--- config.mk ---
export PLATFORM = sky130hd
export DESIGN_NAME = dcm_core
export DESIGN_NICKNAME = d
export VERILOG_FILES = /design/src/shared/dcm_pkg.sv /design/src/core/dcm_fifo.sv /design/src/core/dcm_core.sv
export SDC_FILE = /design/constraint.sdc
export NUM_CORES = 1
export LEC_CHECK = 0
export BUFFER_PORTS_ARGS = -buffer_cell sky130_fd_sc_hd__buf_2
export CORE_MARGIN = 2
export CORE_UTILIZATION = 40
export CTS_BUF_LIST = sky130_fd_sc_hd__clkbuf_16
export DETAILED_ROUTE_END_ITERATION = 7
export GPL_ROUTABILITY_DRIVEN = 0
export SLEW_MARGIN = 20
export SYNTH_ARGS = -nofsm -noshare
export SYNTH_HDL_FRONTEND = slang
export SYNTH_SLANG_ARGS = --single-unit
--- constraint.sdc ---
create_clock -name clk -period 6.4 [get_ports clk]
set_clock_uncertainty 0.2 [all_clocks]
set_input_delay 1.28 -clock clk [delete_from_list [all_inputs] [get_ports clk]]
set_output_delay 1.28 -clock clk [all_outputs]
set_load 0.01 [all_outputs]
--- src/shared/dcm_pkg.sv ---
// constants and types for the dac core mode, clock trim and shuffle control
package dcm_pkg;

   // register offsets
   localparam logic [11:0] DCM_OFS_PHASE = 12'h07f;
   localparam logic [11:0] DCM_OFS_DUTY  = 12'h082;
   localparam logic [11:0] DCM_OFS_SHUF  = 12'h151;
   localparam logic [11:0] DCM_OFS_MODE  = 12'h152;

   // field positions
   localparam int DCM_DUTY_DCC_BIT  = 7;
   localparam int DCM_DUTY_OFS_BIT  = 6;
   localparam int DCM_DUTY_SIGN_BIT = 4;
   localparam int DCM_PH_SIGN_BIT   = 5;
   localparam int DCM_SHUF_EN_BIT   = 2;
   localparam int DCM_SHUF_INTP_BIT = 0;

   // values after reset
   localparam logic [7:0]  DCM_RST_PHASE = 8'h00;
   localparam logic [7:0]  DCM_RST_DUTY  = 8'h00;
   localparam logic [1:0]  DCM_RST_MODE  = 2'h0;
   localparam logic [15:0] DCM_LFSR_SEED = 16'hace1;

   // mode codes
   localparam logic [1:0] DCM_CODE_HOLD = 2'b00;
   localparam logic [1:0] DCM_CODE_RZ   = 2'b10;
   localparam logic [1:0] DCM_CODE_MIX  = 2'b01;

   // data layout
   localparam int DCM_SMP_W  = 16;
   localparam int DCM_SEG_N  = 7;
   localparam int DCM_LSB_W  = 13;
   localparam int DCM_FIFO_D = 8;

   typedef enum logic [1:0] {DCM_MODE_HOLD, DCM_MODE_RZ, DCM_MODE_MIX} dcm_mode_e;

   typedef struct packed {
      logic       dcc_en;
      logic       dco_en;
      logic       dco_neg;
      logic [3:0] dco_mag;
      logic [4:0] cap_pos;
      logic [4:0] cap_neg;
   } dcm_trim_s;

   typedef struct packed {
      logic [DCM_SEG_N-1:0] therm;
      logic [DCM_LSB_W-1:0] lsb;
   } dcm_word_s;

endpackage

--- src/core/dcm_fifo.sv ---
// small sample fifo with a registered output stage
`timescale 1ns/1ps
module dcm_fifo #(
   parameter int WIDTH = 16,
   parameter int DEPTH = 8
) (
   // clock and reset
   input  wire logic             clk,
   input  wire logic             rst,
   // fill side
   input  wire logic [WIDTH-1:0] in_data,
   input  wire logic             in_valid,
   output logic                  in_ready,
   // drain side
   output logic [WIDTH-1:0]      out_data,
   output logic                  out_valid,
   input  wire logic             out_ready
);
   localparam int AW = (DEPTH > 1) ? $clog2(DEPTH) : 1;
   localparam int CW = $clog2(DEPTH + 1);
   localparam logic [AW-1:0] LAST = AW'(DEPTH - 1);

   logic [WIDTH-1:0] mem_ff [DEPTH];
   logic [AW-1:0]    wr_ptr_ff;
   logic [AW-1:0]    rd_ptr_ff;
   logic [CW-1:0]    cnt_ff;
   logic [WIDTH-1:0] out_data_ff;
   logic             out_valid_ff;
   logic             push;
   logic             load;

   assign in_ready  = (cnt_ff < CW'(DEPTH));
   assign push      = in_valid && in_ready;
   // output stage refills only from stored words, so no read-during-write case exists
   assign load      = (cnt_ff != '0) && (!out_valid_ff || out_ready);
   assign out_data  = out_data_ff;
   assign out_valid = out_valid_ff;

   always_ff @(posedge clk) begin
      if (push) begin
         mem_ff[wr_ptr_ff] <= in_data;
      end
   end

   always_ff @(posedge clk or posedge rst) begin
      if (rst) begin
         wr_ptr_ff <= '0;
         rd_ptr_ff <= '0;
         cnt_ff    <= '0;
      end else begin
         if (push) begin
            wr_ptr_ff <= (wr_ptr_ff == LAST) ? '0 : wr_ptr_ff + 1'b1;
         end
         if (load) begin
            rd_ptr_ff <= (rd_ptr_ff == LAST) ? '0 : rd_ptr_ff + 1'b1;
         end
         if (push && !load) begin
            cnt_ff <= cnt_ff + 1'b1;
         end else if (load && !push) begin
            cnt_ff <= cnt_ff - 1'b1;
         end
      end
   end

   always_ff @(posedge clk or posedge rst) begin
      if (rst) begin
         out_data_ff  <= '0;
         out_valid_ff <= 1'b0;
      end else if (load) begin
         out_data_ff  <= mem_ff[rd_ptr_ff];
         out_valid_ff <= 1'b1;
      end else if (out_ready) begin
         out_valid_ff <= 1'b0;
      end
   end
endmodule

--- src/core/dcm_core.sv ---
// dac core mode sequencing, clock trim decode and msb segment shuffle
`timescale 1ns/1ps
module dcm_core #(
   parameter int FIFO_DEPTH = dcm_pkg::DCM_FIFO_D
) (
   // clock and reset
   input  wire logic                           clk,
   input  wire logic                           rst,
   // configuration register port
   input  wire logic [11:0]                    reg_addr,
   input  wire logic [7:0]                     reg_wdata,
   input  wire logic                           reg_wr,
   input  wire logic                           reg_rd,
   output logic [7:0]                          reg_rdata,
   output logic                                reg_rvalid,
   // sample stream
   input  wire logic [dcm_pkg::DCM_SMP_W-1:0]  in_data,
   input  wire logic                           in_valid,
   output logic                                in_ready,
   // switch core side
   output dcm_pkg::dcm_word_s                  core_word,
   output logic [dcm_pkg::DCM_SMP_W-1:0]       core_sample,
   output logic                                pair_a_en,
   output logic                                pair_b_en,
   // clock trim and shuffle state
   output dcm_pkg::dcm_trim_s                  trim,
   output logic                                shuffle_on
);
   import dcm_pkg::*;

   logic [7:0]           phase_ff;
   logic [7:0]           duty_ff;
   logic                 shuf_en_ff;
   logic                 interp_en_ff;
   logic [1:0]           mode_bits_ff;
   logic [7:0]           reg_rdata_ff;
   logic                 reg_rvalid_ff;
   logic                 slot_ff;
   logic [DCM_SMP_W-1:0] ahead_ff;
   logic [DCM_SMP_W-1:0] shown_ff;
   logic [DCM_SMP_W-1:0] core_sample_ff;
   dcm_word_s            core_word_ff;
   logic                 out_slot_ff;
   dcm_mode_e            out_mode_ff;
   logic                 out_interp_ff;
   dcm_trim_s            trim_ff;
   logic [15:0]          lfsr_ff;

   logic [DCM_SMP_W-1:0] f_data;
   logic                 f_valid;
   logic                 f_ready;
   dcm_mode_e            mode_now;
   logic                 interp_eff;
   logic                 rise;
   logic [DCM_SMP_W-1:0] in_smp;
   logic [DCM_SMP_W-1:0] rise_smp;
   logic [DCM_SMP_W-1:0] slot_smp;
   logic [DCM_SEG_N-1:0] therm_raw;
   logic [DCM_SEG_N-1:0] therm_rot;
   logic [2:0]           rot;

   function automatic dcm_mode_e decode_mode(input logic [1:0] code);
      dcm_mode_e m;
      case (code)
         DCM_CODE_HOLD: m = DCM_MODE_HOLD;
         DCM_CODE_RZ:   m = DCM_MODE_RZ;
         DCM_CODE_MIX:  m = DCM_MODE_MIX;
         default:       m = DCM_MODE_HOLD;
      endcase
      return m;
   endfunction

   function automatic logic [1:0] mode_code(input dcm_mode_e m);
      logic [1:0] c;
      unique case (m)
         DCM_MODE_HOLD: c = DCM_CODE_HOLD;
         DCM_MODE_RZ:   c = DCM_CODE_RZ;
         DCM_MODE_MIX:  c = DCM_CODE_MIX;
      endcase
      return c;
   endfunction

   // two-tap midpoint: cheap, but gives far less image rejection than a real half-band
   function automatic logic [DCM_SMP_W-1:0] half_band_2x_filter(input logic [DCM_SMP_W-1:0] a,
                                                                 input logic [DCM_SMP_W-1:0] b);
      logic [DCM_SMP_W:0] s;
      s = {1'b0, a} + {1'b0, b};
      return s[DCM_SMP_W:1];
   endfunction

   // configuration registers
   always_ff @(posedge clk or posedge rst) begin
      if (rst) begin
         phase_ff     <= DCM_RST_PHASE;
         duty_ff      <= DCM_RST_DUTY;
         shuf_en_ff   <= 1'b0;
         interp_en_ff <= 1'b0;
         mode_bits_ff <= DCM_RST_MODE;
      end else if (reg_wr) begin
         unique case (reg_addr)
            DCM_OFS_PHASE: phase_ff <= {2'b00, reg_wdata[5:0]};
            DCM_OFS_DUTY:  duty_ff  <= {reg_wdata[7:6], 1'b0, reg_wdata[4:0]};
            DCM_OFS_SHUF: begin
               shuf_en_ff   <= reg_wdata[DCM_SHUF_EN_BIT];
               interp_en_ff <= reg_wdata[DCM_SHUF_INTP_BIT];
            end
            DCM_OFS_MODE:  mode_bits_ff <= reg_wdata[1:0];
            default: begin
            end
         endcase
      end
   end

   // readback, mode register also shows the mode actually applied
   always_ff @(posedge clk or posedge rst) begin
      if (rst) begin
         reg_rdata_ff  <= 8'h00;
         reg_rvalid_ff <= 1'b0;
      end else begin
         reg_rvalid_ff <= reg_rd;
         if (reg_rd) begin
            unique case (reg_addr)
               DCM_OFS_PHASE: reg_rdata_ff <= phase_ff;
               DCM_OFS_DUTY:  reg_rdata_ff <= duty_ff;
               DCM_OFS_SHUF:  reg_rdata_ff <= {5'b00000, shuf_en_ff, 1'b0, interp_en_ff};
               DCM_OFS_MODE:  reg_rdata_ff <= {4'h0, mode_code(mode_now), mode_bits_ff};
               default:       reg_rdata_ff <= 8'h00;
            endcase
         end
      end
   end

   assign reg_rdata  = reg_rdata_ff;
   assign reg_rvalid = reg_rvalid_ff;

   // trim decode
   always_ff @(posedge clk or posedge rst) begin
      if (rst) begin
         trim_ff <= '0;
      end else begin
         trim_ff.dcc_en  <= duty_ff[DCM_DUTY_DCC_BIT];
         trim_ff.dco_en  <= duty_ff[DCM_DUTY_OFS_BIT];
         trim_ff.dco_neg <= duty_ff[DCM_DUTY_SIGN_BIT];
         trim_ff.dco_mag <= duty_ff[3:0];
         trim_ff.cap_pos <= phase_ff[DCM_PH_SIGN_BIT] ? 5'h00 : phase_ff[4:0];
         trim_ff.cap_neg <= phase_ff[DCM_PH_SIGN_BIT] ? phase_ff[4:0] : 5'h00;
      end
   end

   assign trim       = trim_ff;
   assign shuffle_on = shuf_en_ff;

   // sample source, one word taken per clock period on the rising slot
   dcm_fifo #(
      .WIDTH (DCM_SMP_W),
      .DEPTH (FIFO_DEPTH)
   ) u_fifo (
      .clk       (clk),
      .rst       (rst),
      .in_data   (in_data),
      .in_valid  (in_valid),
      .in_ready  (in_ready),
      .out_data  (f_data),
      .out_valid (f_valid),
      .out_ready (f_ready)
   );

   assign mode_now   = decode_mode(mode_bits_ff);
   assign interp_eff = interp_en_ff && (mode_now == DCM_MODE_HOLD);
   assign rise       = !slot_ff;
   assign f_ready    = rise;
   // an empty fifo repeats the last value rather than inject a spurious code
   assign in_smp     = f_valid ? f_data : (interp_eff ? ahead_ff : shown_ff);
   // filtering runs one sample behind to have the next sample for the midpoint
   assign rise_smp   = interp_eff ? ahead_ff : in_smp;

   always_comb begin
      slot_smp = rise_smp;
      if (!rise) begin
         unique case (mode_now)
            DCM_MODE_RZ:   slot_smp = '0;
            DCM_MODE_MIX:  slot_smp = ~shown_ff;
            DCM_MODE_HOLD: slot_smp = interp_eff ? half_band_2x_filter(shown_ff, ahead_ff)
                                                 : shown_ff;
         endcase
      end
   end

   // half-period slot, each clk cycle is one edge of the dac clock
   always_ff @(posedge clk or posedge rst) begin
      if (rst) begin
         slot_ff <= 1'b0;
      end else begin
         slot_ff <= !slot_ff;
      end
   end

   always_ff @(posedge clk or posedge rst) begin
      if (rst) begin
         ahead_ff <= '0;
         shown_ff <= '0;
      end else if (rise) begin
         ahead_ff <= in_smp;
         shown_ff <= rise_smp;
      end
   end

   // shuffle: thermometer msb segments rotated by a pseudo random amount
   genvar gi;
   generate
      for (gi = 0; gi < DCM_SEG_N; gi++) begin : g_therm
         assign therm_raw[gi] = (slot_smp[DCM_SMP_W-1:DCM_LSB_W] > 3'(gi));
      end
   endgenerate

   assign rot       = (lfsr_ff[2:0] == 3'h7) ? 3'h0 : lfsr_ff[2:0];
   assign therm_rot = DCM_SEG_N'({therm_raw, therm_raw} >> rot);

   always_ff @(posedge clk or posedge rst) begin
      if (rst) begin
         lfsr_ff <= DCM_LFSR_SEED;
      end else begin
         lfsr_ff <= {lfsr_ff[14:0], lfsr_ff[15] ^ lfsr_ff[13] ^ lfsr_ff[12] ^ lfsr_ff[10]};
      end
   end

   // switch core word, refreshed on every slot
   always_ff @(posedge clk or posedge rst) begin
      if (rst) begin
         core_sample_ff <= '0;
         core_word_ff   <= '0;
         out_slot_ff    <= 1'b1;
         out_mode_ff    <= DCM_MODE_HOLD;
         out_interp_ff  <= 1'b0;
      end else begin
         core_sample_ff     <= slot_smp;
         core_word_ff.therm <= shuf_en_ff ? therm_rot : therm_raw;
         core_word_ff.lsb   <= slot_smp[DCM_LSB_W-1:0];
         out_slot_ff        <= slot_ff;
         out_mode_ff        <= mode_now;
         out_interp_ff      <= interp_eff;
      end
   end

   assign core_sample = core_sample_ff;
   assign core_word   = core_word_ff;
   assign pair_a_en   = !out_slot_ff;
   assign pair_b_en   = out_slot_ff;
endmodule

# --- Word-level counts from Yosys, hierarchy flattened ---
# Memories as Yosys holds them, arrays and structs flattened. A register that Yosys moved wholly into a read port is not among the register bits.
# Index checks and enable logic that the tools add are counted.
word_totals:
  output_inout_bits: 66
  in_bits: 41
  mem_bits_rw: 128
  word_cells: 95
  reg_bits: 140
  memories: 1
memory_table:
  columns: ["memory", "depth", "width", "rd", "rd_ports_with_merged_regs", "write_ports", "line", "text"]
  rows:
  - ["u_fifo.mem_ff", 8, 16, 1, 1, 1, "dcm_fifo.sv:23", "logic [WIDTH-1:0] mem_ff [DEPTH];"]
classes:
  n_reduce_logical: 18
  n_bitwise: 4
  n_lt_le_gt_ge: 8
  n_eq_ne: 12
  muxes: 21
  addsub: 5
  shift: 1
op_table:
  columns: ["cell", "count"]
  rows:
  - ["16-bit 2-to-1 mux", 5]
  - ["16-bit one-hot mux with 3 select lines", 1]
  - ["8-bit one-hot mux with 4 select lines", 1]
  - ["12-bit by 9-bit == test with 1-bit output, second input constant", 2]
  - ["16-bit by 16-bit adder with 17-bit output", 1]
  - ["16-bit inverter", 1]
  - ["14-bit by 3-bit right shift with 7-bit output", 1]
  - ["12-bit by 7-bit == test with 1-bit output, second input constant", 1]
  - ["12-bit by 8-bit == test with 1-bit output, second input constant", 1]
  - ["5-bit 2-to-1 mux", 2]
  - ["3-bit == test, second input constant", 3]
  - ["3-bit > comparator, second input constant", 3]
  - ["3-bit 2-to-1 mux", 3]
  - ["4-bit 2-to-1 mux", 2]
  - ["2-bit AND reduction", 4]
  - ["7-bit 2-to-1 mux", 1]
  - ["3-bit by 1-bit adder with 3-bit output, second input constant", 2]
  - ["3-bit by 1-bit > comparator with 1-bit output, second input constant", 2]
  - ["3-bit by 2-bit > comparator with 1-bit output, second input constant", 2]
  - ["2-bit one-hot mux with 3 select lines", 1]
  - ["1-bit logical AND", 5]
  - ["1-bit logical NOT", 5]
  - ["4-bit by 1-bit adder with 4-bit output, second input constant", 1]
  - ["2-bit by 1-bit == test with 1-bit output, second input constant", 2]
  - ["other kinds (11)", 17]

# --- Longest topological paths before layout ---
# Gate-level depths: netlist (run 1).
depth:
  ltp_word: 11
  mapped_depth: 13
  mapped_depth_nobuf: 11

# --- Modules after synthesis ---
# From an unflattened synthesis (run 1), not the netlist that was laid out.
unflattened:
  cells_unflattened: 1015
  hier_area_um2: 12326.8
by_module_without_submodules:
  columns: ["mod", "seq_area_each_um2", "n_inst", "area_per_inst_um2", "cells_each"]
  rows:
  - ["dcm_core", 2914.0, 1, 6193.4, 639]
  - ["dcm_fifo", 4519.3, 1, 6133.4, 376]

# --- Worst setup path before layout (run 1) ---
# Ideal clock, no wire load.
synth_path:
  kind: "input-to-reg"
  start: "input in_valid"
  end: "memory u_fifo.mem_ff[0][0] (enable)"
  setup_slack_ns: 2.755
  setup_time_ns: 0.430
  arrival_time_ns: 3.014
  cell_stages: 2
  n_path_buf: 0
  t_required_ns: 5.770
  path_cell_list: "nand2_1 -> nor4_1"
synth_via:
  elab_chain_cells: 3
synth_lines:
  columns: ["item", "line", "text"]
  rows:
  - ["from (decl)", "dcm_core.sv:18", "input wire logic in_valid,"]
  - ["1-bit logical AND", "dcm_fifo.sv:33", "assign push = in_valid && in_ready;"]
  - ["1-bit 2-to-1 mux", "dcm_fifo.sv:40", "if (push) begin"]
  - ["1-bit 2-to-1 mux (not written as such)", "dcm_fifo.sv:41", "mem_ff[wr_ptr_ff] <= in_data;"]
  - ["to (decl)", "dcm_fifo.sv:23", null]
# Every way passes these cells.

# --- Worst setup path after layout (run 1) ---
layout_path:
  start: "register mode_bits_ff[0]"
  end: "register core_word_ff (netlist bit core_word[13])"
layout_via:
  elab_chain_cells: 11
  elab_cells_between_ends: 22
  cone_classes: "order compare: 7; eq/ne: 4; shift: 1; mux: 8; reduce/logical: 2"
layout_lines:
  columns: ["item", "line", "text"]
  rows:
  - ["from (decl)", "dcm_core.sv:35", "logic [1:0] mode_bits_ff;"]
  - ["from (signal assigned)", "dcm_core.sv:107", "DCM_OFS_MODE: mode_bits_ff <= reg_wdata[1:0];"]
  - ["2-bit by 1-bit == test with 1-bit output or 2-bit == test (tied branches)", "dcm_core.sv:64", "case (code)"]
  - ["2-bit one-hot mux with 2 select lines (*)", "dcm_core.sv:64", null]
  - ["2-bit logical NOT", "dcm_core.sv:169, dcm_core.sv:180", null]
  - ["1-bit logical AND", "dcm_core.sv:169", "assign interp_eff = interp_en_ff && (mode_now == DCM_MODE_HOLD);"]
  - ["16-bit 2-to-1 mux (2 in a row)", "dcm_core.sv:173", "assign in_smp = f_valid ? f_data : (interp_eff ? ahead_ff : shown_ff);"]
  - ["16-bit 2-to-1 mux", "dcm_core.sv:175", "assign rise_smp = interp_eff ? ahead_ff : in_smp;"]
  - ["16-bit 2-to-1 mux (*)", "dcm_core.sv:179", "if (!rise) begin"]
  - ["3-bit by 1-bit > comparator with 1-bit output (tied with other cells)", "dcm_core.sv:212", "assign therm_raw[gi] = (slot_smp[DCM_SMP_W-1:DCM_LSB_W] > 3'(gi));"]
  - ["14-bit by 3-bit right shift with 7-bit output", "dcm_core.sv:217", "assign therm_rot = DCM_SEG_N'({therm_raw, therm_raw} >> rot);"]
  - ["7-bit 2-to-1 mux (*)", "dcm_core.sv:237", "core_word_ff.therm <= shuf_en_ff ? therm_rot : therm_raw;"]
  - ["to (decl)", "dcm_core.sv:42", "dcm_word_s core_word_ff;"]
# Mark *: on every way between the ends. The rest lies on a longest branch, timed or not.
# A chain may end at the register's enable or synchronous reset.

==> results of run 1 <==
==> cells in the mapped netlist (3+ instances only) <==
master / instances
a211oi_1: 8
a211oi_2: 4
a21o_1: 19
a21oi_1: 34
a221oi_1: 3
a22oi_1: 23
a31oi_1: 8
and2_1: 8
and3_1: 3
buf_2: 5
buf_4: 16
buf_6: 6
clkbuf_1: 28
clkbuf_8: 4
dfrtp_1: 134
dfstp_2: 9
edfxtp_1: 128
ha_1: 24
inv_1: 33
mux2_2: 20
mux2i_1: 32
mux4_2: 32
nand2_1: 73
nand2b_1: 10
nand3_1: 10
nand4_1: 3
nor2_1: 34
nor2b_1: 9
nor3_1: 15
nor4_1: 5
o211ai_1: 5
o21a_1: 3
o21ai_0: 75
o21ai_1: 10
o221ai_1: 6
o22ai_1: 19
o31ai_1: 5
or3_1: 4
xnor2_1: 13
xor2_1: 3
==> layer usage <==
metal | track usage | up-vias | share of wire
li1 | - | 3677 | -
met1 | 0.2266 | 3904 | 0.45
met2 | 0.2713 | 215 | 0.48
met3 | 0.02938 | 40 | 0.049
met4 | 0.03642 | 2 | 0.021
met5 | 0 | - | 0.00026
==> where the power goes <==
group / total (mW) / switching, mW / internal, mW
logic: 2.31 / 1.28 / 1.03
clock network: 1.77 / 0.701 / 1.07
registers: 2.53 / 0.362 / 2.17
==> cell families after synthesis <==
kind of cell	after synthesis	share of synthesized area
multiplexers	84	0.1026
flip-flops	271	0.6023
AND/OR/NAND/NOR	186	0.07320
adder cells (fa/ha/maj)	26	0.02758
buffers and inverters	97	0.04177
XOR/XNOR	16	0.01135
AO/OA/AOI/OAI	252	0.1412
==> critical path, cell delays in order (launching register included) <==
cell	delay, ns
dfrtp_1	0.38
inv_1	0.05
ha_1	0.50
and2_1	0.53
nand3_4	0.14
nor3_1	0.33
a41oi_2	0.21
nand3_2	0.28
a211oi_2	0.10
a2111oi_4	0.38
a2bb2oi_2	0.08
==> area by class of cell <==
type                    instances  area (um2)
fillers                      2724       16350
flip-flops and latches        271        7436
multi-input cells             564        4447
clock buffers                  29       725.7
repair buffers                117       613.1
well taps                     396       495.5
clock inverters                25       299.0
inverters                      36       140.1
==> flip-flops by register name (all words and copies together), names as in the netlist, 6 cells and up <==
| register | flops |
|---|---|
| u_fifo.out_data | 16 |
| shown_ff | 16 |
| reg_rdata | 8 |
| core_word | 19 |
| u_fifo.mem_ff | 128 |
| trim | 17 |
| duty_ff | 7 |
| ahead_ff | 16 |
| lfsr_ff | 16 |
| phase_ff | 6 |
==> worst min path at each step <==
stage / from / to / depth (start not counted)
5_1_grt: lfsr_ff[6]$_DFF_PP1_ / lfsr_ff[7]$_DFF_PP1_ / 0
3_5_place_dp: lfsr_ff[8]$_DFF_PP0_ / lfsr_ff[9]$_DFF_PP0_ / 0
3_3_place_gp: lfsr_ff[8]$_DFF_PP0_ / lfsr_ff[9]$_DFF_PP0_ / 0
4_1_cts: lfsr_ff[9]$_DFF_PP0_ / lfsr_ff[10]$_DFF_PP1_ / 0
6_report: lfsr_ff[9]$_DFF_PP0_ / lfsr_ff[10]$_DFF_PP1_ / 0
2_1_floorplan: lfsr_ff[3]$_DFF_PP0_ / lfsr_ff[4]$_DFF_PP0_ / 0
==> run summary, run 1 <==
outcome = finished clean
HPWL after DPL = 17080 um
floorplan row count = 64
io pins = 107
global-route wire length before repair = 43370 um
FFs w/ async S/R, synth = 0.5277
die width = 179.7 um
placed cells = 1384
worst-case clock buffer depth = 3
Post-Synthesis Cells = 932
leakage = 5.766 nW
Avg Cell Area, Syn = 13.24 um2
layout cells sized above 1 = 0.2486
wire per inst = 18.39 um
Clk pin slew, worst setup/hold paths = 0.07 ns
Design Power = 6.617 mW
relative slew slack = 0.2338
top post-synthesis cells by area = edfxtp_1, dfrtp_1, mux4_2
Die H = 179.7 um
starting density of the core = 0.4045
fin crit period = 3.292 ns
P&R area growth vs syn = 14.70%
Max-Cap Viols = 0
CP required = 6.64 ns
gr ovfl total = 0
WL final = 26440 um
Final Max Slew Viols = 0
CP Capture Type = flop
Synth Register Bits = 271
Ant. Diodes = 0
PnR worst setup slack = 3.108 ns
post-synth top area share = 0.3114
Ys Warns = 0
worst setup path endpoint = core_word[13]$_DFF_PP0_
post-route design area = 14160 um2
non-filler cells, final = 1438
commonest non-fill, non-tap cell in the layout = dfrtp_1
PortBufs = 106
syn nets = 999
clock sinks = 271
Slew @ Worst Pin = 1.149 ns
Worst VDD drop = 0.2623 mV
number of setup violations in the final report = 0
vias = 7838
crit path launch = mode_bits_ff[0]$_DFFE_PP0P_
nets = 1086
Crit Path Class = reg -> reg
# H-tree levels = 1
dpl ws = 2.897 ns
register area share after synthesis = 0.6023
final hold viol count = 0
number of global-route vias before repair = 7822
crit-path max FO = 13
# DRC = 0
Synth Cell Area = 12340 um2
DIE AREA = 32280 um2
leading area contributor after synthesis = edfxtp_1
Power Dens Cells = 467.5 nW/um2
Initial DRC Count = 514
crit start category = flop
fin crit share = 0.5143
FMAX = 0.3038 GHz
Antenna Nets Post-Route = 0
EDFF count, synth = 128
prevailing post-synth register cell = dfrtp_1
cts bufs inserted = 29
Clock Latency Late Sink = 0.56 ns
worst r2r src = mode_bits_ff[0]$_DFFE_PP0P_
CTS tree = built
Distinct cells, synth = 76
CP arrival = 3.53 ns
hold slack = 0.1515 ns
All-Layer GR Usage = 0.1639
TNS Setup = 0 ns
Reg2Reg Setup Slack = 3.11 ns
FF-to-FF End = core_word[13]$_DFF_PP0_
setup repair bufs after CTS = 0
Root Driver = clkbuf_16
hold buffers post-CTS = 0
cells on worst reg2reg path = 10
unrepaired setup endpoints after global routing = false
initial antenna violation count = 1
worst hold-check path type = reg -> reg
dpl cell area = 13130 um2
largest net degree at the start of global routing = 104
commonest cells after routing, fill and taps aside = dfrtp_1, edfxtp_1, buf_2, o21ai_0, nand2_1
number of gates resized after cts = 0
Via density = 5.451
final core utilization = 0.4640
DRT Pass-1 Iters = 5
Core Area = 30510 um2
(Power assumes the default switching activity.)
==> inputs of run 2 (changes only) <==
--- a/config.mk
+++ b/config.mk
@@ -5,6 +5,7 @@
 export SDC_FILE = /design/constraint.sdc
 export NUM_CORES = 1
 export LEC_CHECK = 0
+export ABC_AREA = 1
 export BUFFER_PORTS_ARGS = -buffer_cell sky130_fd_sc_hd__buf_2
 export CORE_MARGIN = 2
 export CORE_UTILIZATION = 40
==> constraint.sdc (replaced) <==
create_clock -name clk -period 3 [get_ports clk]
set_clock_uncertainty 0.2 [all_clocks]
set_input_delay 0.6 -clock clk [delete_from_list [all_inputs] [get_ports clk]]
set_output_delay 0.6 -clock clk [all_outputs]
set_load 0.01 [all_outputs]
==> run summary, run 2 <==
fin crit period = 2.739 ns (-0.5526 ns)
Core Area = 30430 um2 (-0.26%)
Root Driver = clkbuf_16
initial antenna violation count = 0 (-1)
DIE AREA = 32130 um2 (-0.44%)
CP Capture Type = flop
Synth Cell Area = 12290 um2 (-0.45%)
gr ovfl total = 0 (unchanged)
Ys Warns = 0 (unchanged)
# H-tree levels = 1 (unchanged)
Die H = 179.3 um (-0.22%)
post-synth top area share = 0.3128 (+0.001395)
worst hold-check path type = in -> async
syn nets = 1270 (+27%)
worst-case clock buffer depth = 3 (unchanged)
number of setup violations in the final report = 0 (unchanged)
# DRC = 0 (unchanged)
EDFF count, synth = 128 (unchanged)
FMAX = 0.3651 GHz (+20%)
die width = 179.3 um (-0.22%)
post-route design area = 14140 um2 (-0.14%)
max FFs per register = 128 (unchanged)
Power Dens Cells = 943.3 nW/um2 (+100%)
largest net degree at the start of global routing = 144 (+38%)
Synth Register Bits = 271 (unchanged)
crit start category = flop
clock sinks = 271 (unchanged)
top cells by count, synth = nand2_1, dfrtp_1, edfxtp_1, o21ai_0, inv_1
TNS Setup = 0 ns (unchanged)
Avg Cell Area, Syn = 10.21 um2 (-23%)
dpl cell area = 13200 um2 (+0.53%)
PortBufs = 106 (unchanged)
wire per inst = 15.57 um (-15%)
nets = 1368 (+26%)
starting density of the core = 0.4038 (-0.0007447)
P&R area growth vs syn = 15.05%
fin crit share = 0.9130 (+0.3987)
Distinct cells, synth = 50 (-34%)
top post-synthesis cells by area = edfxtp_1, dfrtp_1, nand2_1
Max-Cap Viols = 0 (unchanged)
commonest non-fill, non-tap cell in the layout = nand2_1
vias = 8616 (+9.9%)
Biggest register = u_fifo.mem_ff
cts bufs inserted = 29 (unchanged)
Slew @ Worst Pin = 0.7630 ns (-0.3863 ns)
All-Layer GR Usage = 0.1678 (+0.003922)
layout cells sized above 1 = 0.1775 (-0.07107)
WL final = 26780 um (+1.3%)
outcome = finished clean
Antenna Nets Post-Route = 0 (unchanged)
number of global-route vias before repair = 8164 (+4.4%)
global-route wire length before repair = 42890 um (-1.1%)
HPWL after DPL = 17060 um (-0.11%)
leakage = 6.175 nW (+7.1%)
prevailing post-synth register cell = dfrtp_1
CP required = 3.25 ns (-3.39 ns)
Clock Latency Late Sink = 0.56 ns (about the same)
Clk pin slew, worst setup/hold paths = 0.06 ns (about the same)
unrepaired setup endpoints after global routing = false
CTS tree = built
leading area contributor after synthesis = edfxtp_1
Final Max Slew Viols = 0 (unchanged)
Reg2Reg Setup Slack = 0.26 ns (-2.85 ns)
register area share after synthesis = 0.6050 (+0.002699)
floorplan row count = 64 (unchanged)
Post-Synthesis Cells = 1203 (+29%)
fill cell count = 2859 (+5.0%)
most common cell in the netlist = nand2_1
CP arrival = 2.99 ns (-0.54 ns)
relative slew slack = 0.4914 (+0.2576)
cells on worst reg2reg path = 19 (+9)
FFs w/ async S/R, synth = 0.5277 (unchanged)
final hold viol count = 0 (unchanged)
DRT Pass-1 Iters = 5 (unchanged)
Via density = 5.009 (-8.1%)
io pins = 107 (unchanged)
Worst VDD drop = 0.6862 mV (+160%)
commonest cells after routing, fill and taps aside = nand2_1, dfrtp_1, inv_1, edfxtp_1, o21ai_0
Crit Path Class = reg -> reg
Initial DRC Count = 713 (+39%)
Ant. Diodes = 0 (unchanged)
crit-path max FO = 7 (-6)
final core utilization = 0.4646 (+0.0005630)
## run 2: worst max-delay path, cell delays in order, from the launching register on
cell,delay [ns]
dfrtp_1,0.39
nand2_1,0.08
inv_2,0.04
fa_1,0.37
nand2_1,0.10
nand2_1,0.10
nand3_2,0.09
nand2_2,0.08
nand2_1,0.08
nand3_1,0.09
nand3_2,0.07
nand2_2,0.06
a21oi_4,0.23
nand3_2,0.16
inv_2,0.09
nand2_2,0.06
nand3_1,0.10
nand3_1,0.08
nand2_1,0.09
nand2_1,0.04
## run 2: final timing paths
check | to | start
min in group clk | reg_rvalid$_DFF_PP0_ | reg_rd
max in group asynchronous | u_fifo.rd_ptr_ff[0]$_DFFE_PP0P_ | rst
worst min register to register | lfsr_ff[15]$_DFF_PP1_ | lfsr_ff[14]$_DFF_PP0_
worst min-delay path | shown_ff[14]$_DFFE_PP0N_ | rst
worst max register to register | core_word[15]$_DFF_PP0_ | ahead_ff[0]$_DFFE_PP0N_
worst max-delay path | core_word[15]$_DFF_PP0_ | ahead_ff[0]$_DFFE_PP0N_
## run 2: what timing repair did
item	in CTS	in global routing
buffers inserted	0	4
resized for setup	0	3
hold buffers	0	0
setup endpoints to repair	0	5
## run 2: area by class of cell
| type | instances | area [um2] | share of cell area |
|---|---|---|---|
| clock buffers | 31 | 775.7 | 0.05488 |
| multi-input cells | 735 | 4056 | 0.2870 |
| well taps | 396 | 495.5 | 0.03505 |
| repair buffers | 132 | 750.7 | 0.05311 |
| flip-flops and latches | 271 | 7435 | 0.5259 |
| inverters | 132 | 501.7 | 0.03549 |
| clock inverters | 23 | 121.4 | 0.008586 |
## run 2: logic make-up after synthesis
family / Yosys count / share of synthesized area
AND/OR/NAND/NOR: 418 / 0.1447
AO/OA/AOI/OAI: 255 / 0.1290
multiplexers: 19 / 0.01578
flip-flops: 271 / 0.6050
adder cells (fa/ha/maj): 26 / 0.02770
buffers and inverters: 197 / 0.06568
XOR/XNOR: 17 / 0.01212
## run 2: per-layer routing
layer,GRT usage,wire length [um]
met3,0.02693,1137
met1,0.2384,12670
met4,0.04066,549
met2,0.2696,12420
met5,0,0
## run 2: metrics by stage
step / power (mW) / hold WS (ns) / worst slack, ns / instances
final: 13.33 / 0.06083 / 0.2609 / 1720
after global routing: 14.39 / 0.04666 / 0.0007838 / 1720
after CTS: 13.43 / 0.03759 / 0.2654 / 1716
after detailed placement: 10.07 / 0.1364 / 0.2713 / 1662
after global placement: 10.00 / 0.1352 / 0.3110 / 1662
after floorplan: 8.834 / 0.1312 / 0.4163 / 1203
## run 2: power by group
| group | total (mW) | internal [mW] | leakage [nW] | switching (mW) |
|---|---|---|---|---|
| registers | 5.08 | 4.64 | 2.92 | 0.441 |
| clock network | 3.31 | 1.86 | 0.483 | 1.45 |
| logic | 4.95 | 1.86 | 2.77 | 3.08 |
| total | 13.3 | 8.36 | 6.17 | 4.97 |
==> inputs of run 3 (changes only) <==
--- a/config.mk
+++ b/config.mk
@@ -7,11 +7,15 @@
 export LEC_CHECK = 0
 export ABC_AREA = 1
 export BUFFER_PORTS_ARGS = -buffer_cell sky130_fd_sc_hd__buf_2
+export CAP_MARGIN = 20
+export CELL_PAD_IN_SITES_DETAIL_PLACEMENT = 1
+export CELL_PAD_IN_SITES_GLOBAL_PLACEMENT = 1
 export CORE_MARGIN = 2
-export CORE_UTILIZATION = 40
+export CORE_UTILIZATION = 42
 export CTS_BUF_LIST = sky130_fd_sc_hd__clkbuf_16
 export DETAILED_ROUTE_END_ITERATION = 7
 export GPL_ROUTABILITY_DRIVEN = 0
+export PLACE_DENSITY_LB_ADDON = 0.1
 export SLEW_MARGIN = 20
 export SYNTH_ARGS = -nofsm -noshare
 export SYNTH_HDL_FRONTEND = slang
==> run summary, run 3 (synthesis results as in run 2) <==
initial antenna violation count = 2 (+2)
clock sinks = 271 (unchanged)
Core Area = 28780 um2 (-5.4%)
vias = 8949 (+3.9%)
Worst VDD drop = 0.5336 mV (-22%)
delay of the slowest critical-path stage = 0.42 ns (+0.03 ns)
FMAX = 0.3619 GHz (-0.87%)
dpl cell area = 13240 um2 (+0.32%)
Ant. Diodes = 0 (unchanged)
Antenna Nets Post-Route = 0 (unchanged)
post-route design area = 14360 um2 (+1.5%)
commonest non-fill, non-tap cell in the layout = nand2_1
DRT Pass-1 Iters = 5 (unchanged)
fin crit period = 2.763 ns (+0.02408 ns)
HPWL after DPL = 20080 um (+18%)
PortBufs = 106 (unchanged)
crit-path max FO = 3 (-4)
CP arrival = 3.04 ns (+0.05 ns)
fill cell count = 3182 (+11%)
gr ovfl total = 0 (unchanged)
CTS tree = built
number of global-route vias before repair = 9275 (+14%)
io pins = 107 (unchanged)
TNS Setup = 0 ns (unchanged)
Clk pin slew, worst setup/hold paths = 0.06 ns (about the same)
Die H = 175.0 um (-2.4%)
Initial DRC Count = 655 (-8.1%)
crit start category = flop
DIE AREA = 30640 um2 (-4.7%)
All-Layer GR Usage = 0.2021 (+0.03429)
relative slew slack = 0.3519 (-0.1394)
nets = 1374 (+0.44%)
worst hold-check path type = in -> async
floorplan row count = 62 (-3.1%)
starting density of the core = 0.4269 (+0.02314)
Power Dens Cells = 982.3 nW/um2 (+4.1%)
leakage = 6.247 nW (+1.2%)
final hold viol count = 0 (unchanged)
Biggest register = u_fifo.mem_ff
worst-path cell chain = nor4_2 -> buf_4 -> nor2_2 -> inv_1 -> ha_1 -> inv_1 -> ha_1 -> a21o_1 -> a21oi_1 -> nand2_1 -> nand2_1 -> nor2_1 -> xor2_1
Worst Path Buf+Inv = 3 (+1)
global-route wire length before repair = 49360 um (+15%)
CP required = 3.28 ns (+0.03 ns)
Root Driver = clkbuf_16
Max-Cap Viols = 0 (unchanged)
largest net degree at the start of global routing = 144 (unchanged)
worst-case clock buffer depth = 3 (unchanged)
layout cells sized above 1 = 0.1833 (+0.005828)
hold buffers post-CTS = 0 (unchanged)
multi-input logic area = 4065 um2 (+0.22%)
number of setup violations in the final report = 0 (unchanged)
dpl ws = 0.1208 ns (-0.1505 ns)
Crit Path Class = reg -> reg
P&R area growth vs syn = 16.83%
Design Power = 14.10 mW (+5.8%)
outcome = finished clean
die width = 175.0 um (-2.4%)
fin crit share = 0.9210 (+0.008026)
worst r2r src = u_fifo.cnt_ff[3]$_DFFE_PP0P_
PnR worst setup slack = 0.2369 ns (-0.02408 ns)
slowest CP cell = dfrtp_1
hold slack = 0.03546 ns (-0.02537 ns)
Via density = 5.218 (+4.2%)
wire per inst = 17.89 um (+15%)
WL final = 30680 um (+15%)
# H-tree levels = 1 (unchanged)
cts bufs inserted = 30 (+3.4%)
Slew @ Worst Pin = 0.9721 ns (+0.2091 ns)
FF+latch area = 7435 um2 (unchanged)
CP Capture Type = flop
max FFs per register = 128 (unchanged)
crit path launch = u_fifo.cnt_ff[3]$_DFFE_PP0P_
Final Max Slew Viols = 0 (unchanged)
commonest cells after routing, fill and taps aside = nand2_1, dfrtp_1, edfxtp_1, o21ai_0, inv_1
CP top delay family = simple AND/OR/NAND/NOR gates
Clock Latency Late Sink = 0.59 ns (+0.03 ns)
# DRC = 0 (unchanged)
run 3: cell types whose count changed in the layout (fill, tap and decap cells not counted), sizes merged:
cell	previous run	this run
clkbuf	31	30
clkinv	13	15
inv	140	132
clkinvlp	2	4
bufinv	0	7
buf	132	137
run 3: tightest hold or removal path, stage by stage:
cell and delay, ns:
buf_2 0.11, clkinvlp_4 0.07, buf_12 0.50
run 3: path summary, 6_finish.rpt:
check | slack (ns) | cells after the start | endpoint
setup / recovery | 0.24 | 13 | u_fifo.cnt_ff[3]$_DFFE_PP0P_
max in group asynchronous | 1.93 | 3 | u_fifo.rd_ptr_ff[0]$_DFFE_PP0P_
setup reg to reg | 0.24 | 13 | u_fifo.cnt_ff[3]$_DFFE_PP0P_
hold / removal | 0.04 | 3 | shown_ff[15]$_DFFE_PP0N_
hold reg to reg | 0.15 | 0 | lfsr_ff[9]$_DFF_PP0_
min in group clk | 0.04 | 2 | duty_ff[6]$_DFFE_PP0P_
run 3: what timing repair did:
| action | CTS | global route |
|---|---|---|
| setup buffers | 0 | 3 |
| resized for setup | 0 | 4 |
| endpoints found under the setup margin | 0 | 6 |
run 3: final cells by class:
type,count,area share
sequential,271,0.5179
multi-input combinational,735,0.2832
timing repair buffer,137,0.05578
clock buffer,30,0.05230
inverter,132,0.03495
tap,384,0.03347
clock inverter,26,0.02240
run 3: report_power, final:
part	switching, mW	internal (mW)	leakage, nW
Clock	1.50	2.42	0.527
Combinational	3.23	1.86	2.80
Sequential	0.451	4.64	2.92
Total	5.18	8.92	6.25
run 3: layer usage:
layer | track usage | vias to the layer above | part of all wire
met2 | 0.3541 | 115 | 0.50
met1 | 0.2688 | 4487 | 0.45
li1 | - | 4305 | -
met5 | 0 | - | 0.00042
met3 | 0.02742 | 40 | 0.030
met4 | 0.04201 | 2 | 0.016
run 3: through the flow:
stage,utilization,instances
floorplan,-,1203
global placement,0.4602,1656
detailed placement,0.4602,1656
CTS,0.4974,1712
global route,0.4988,1715
finish,0.4988,1715
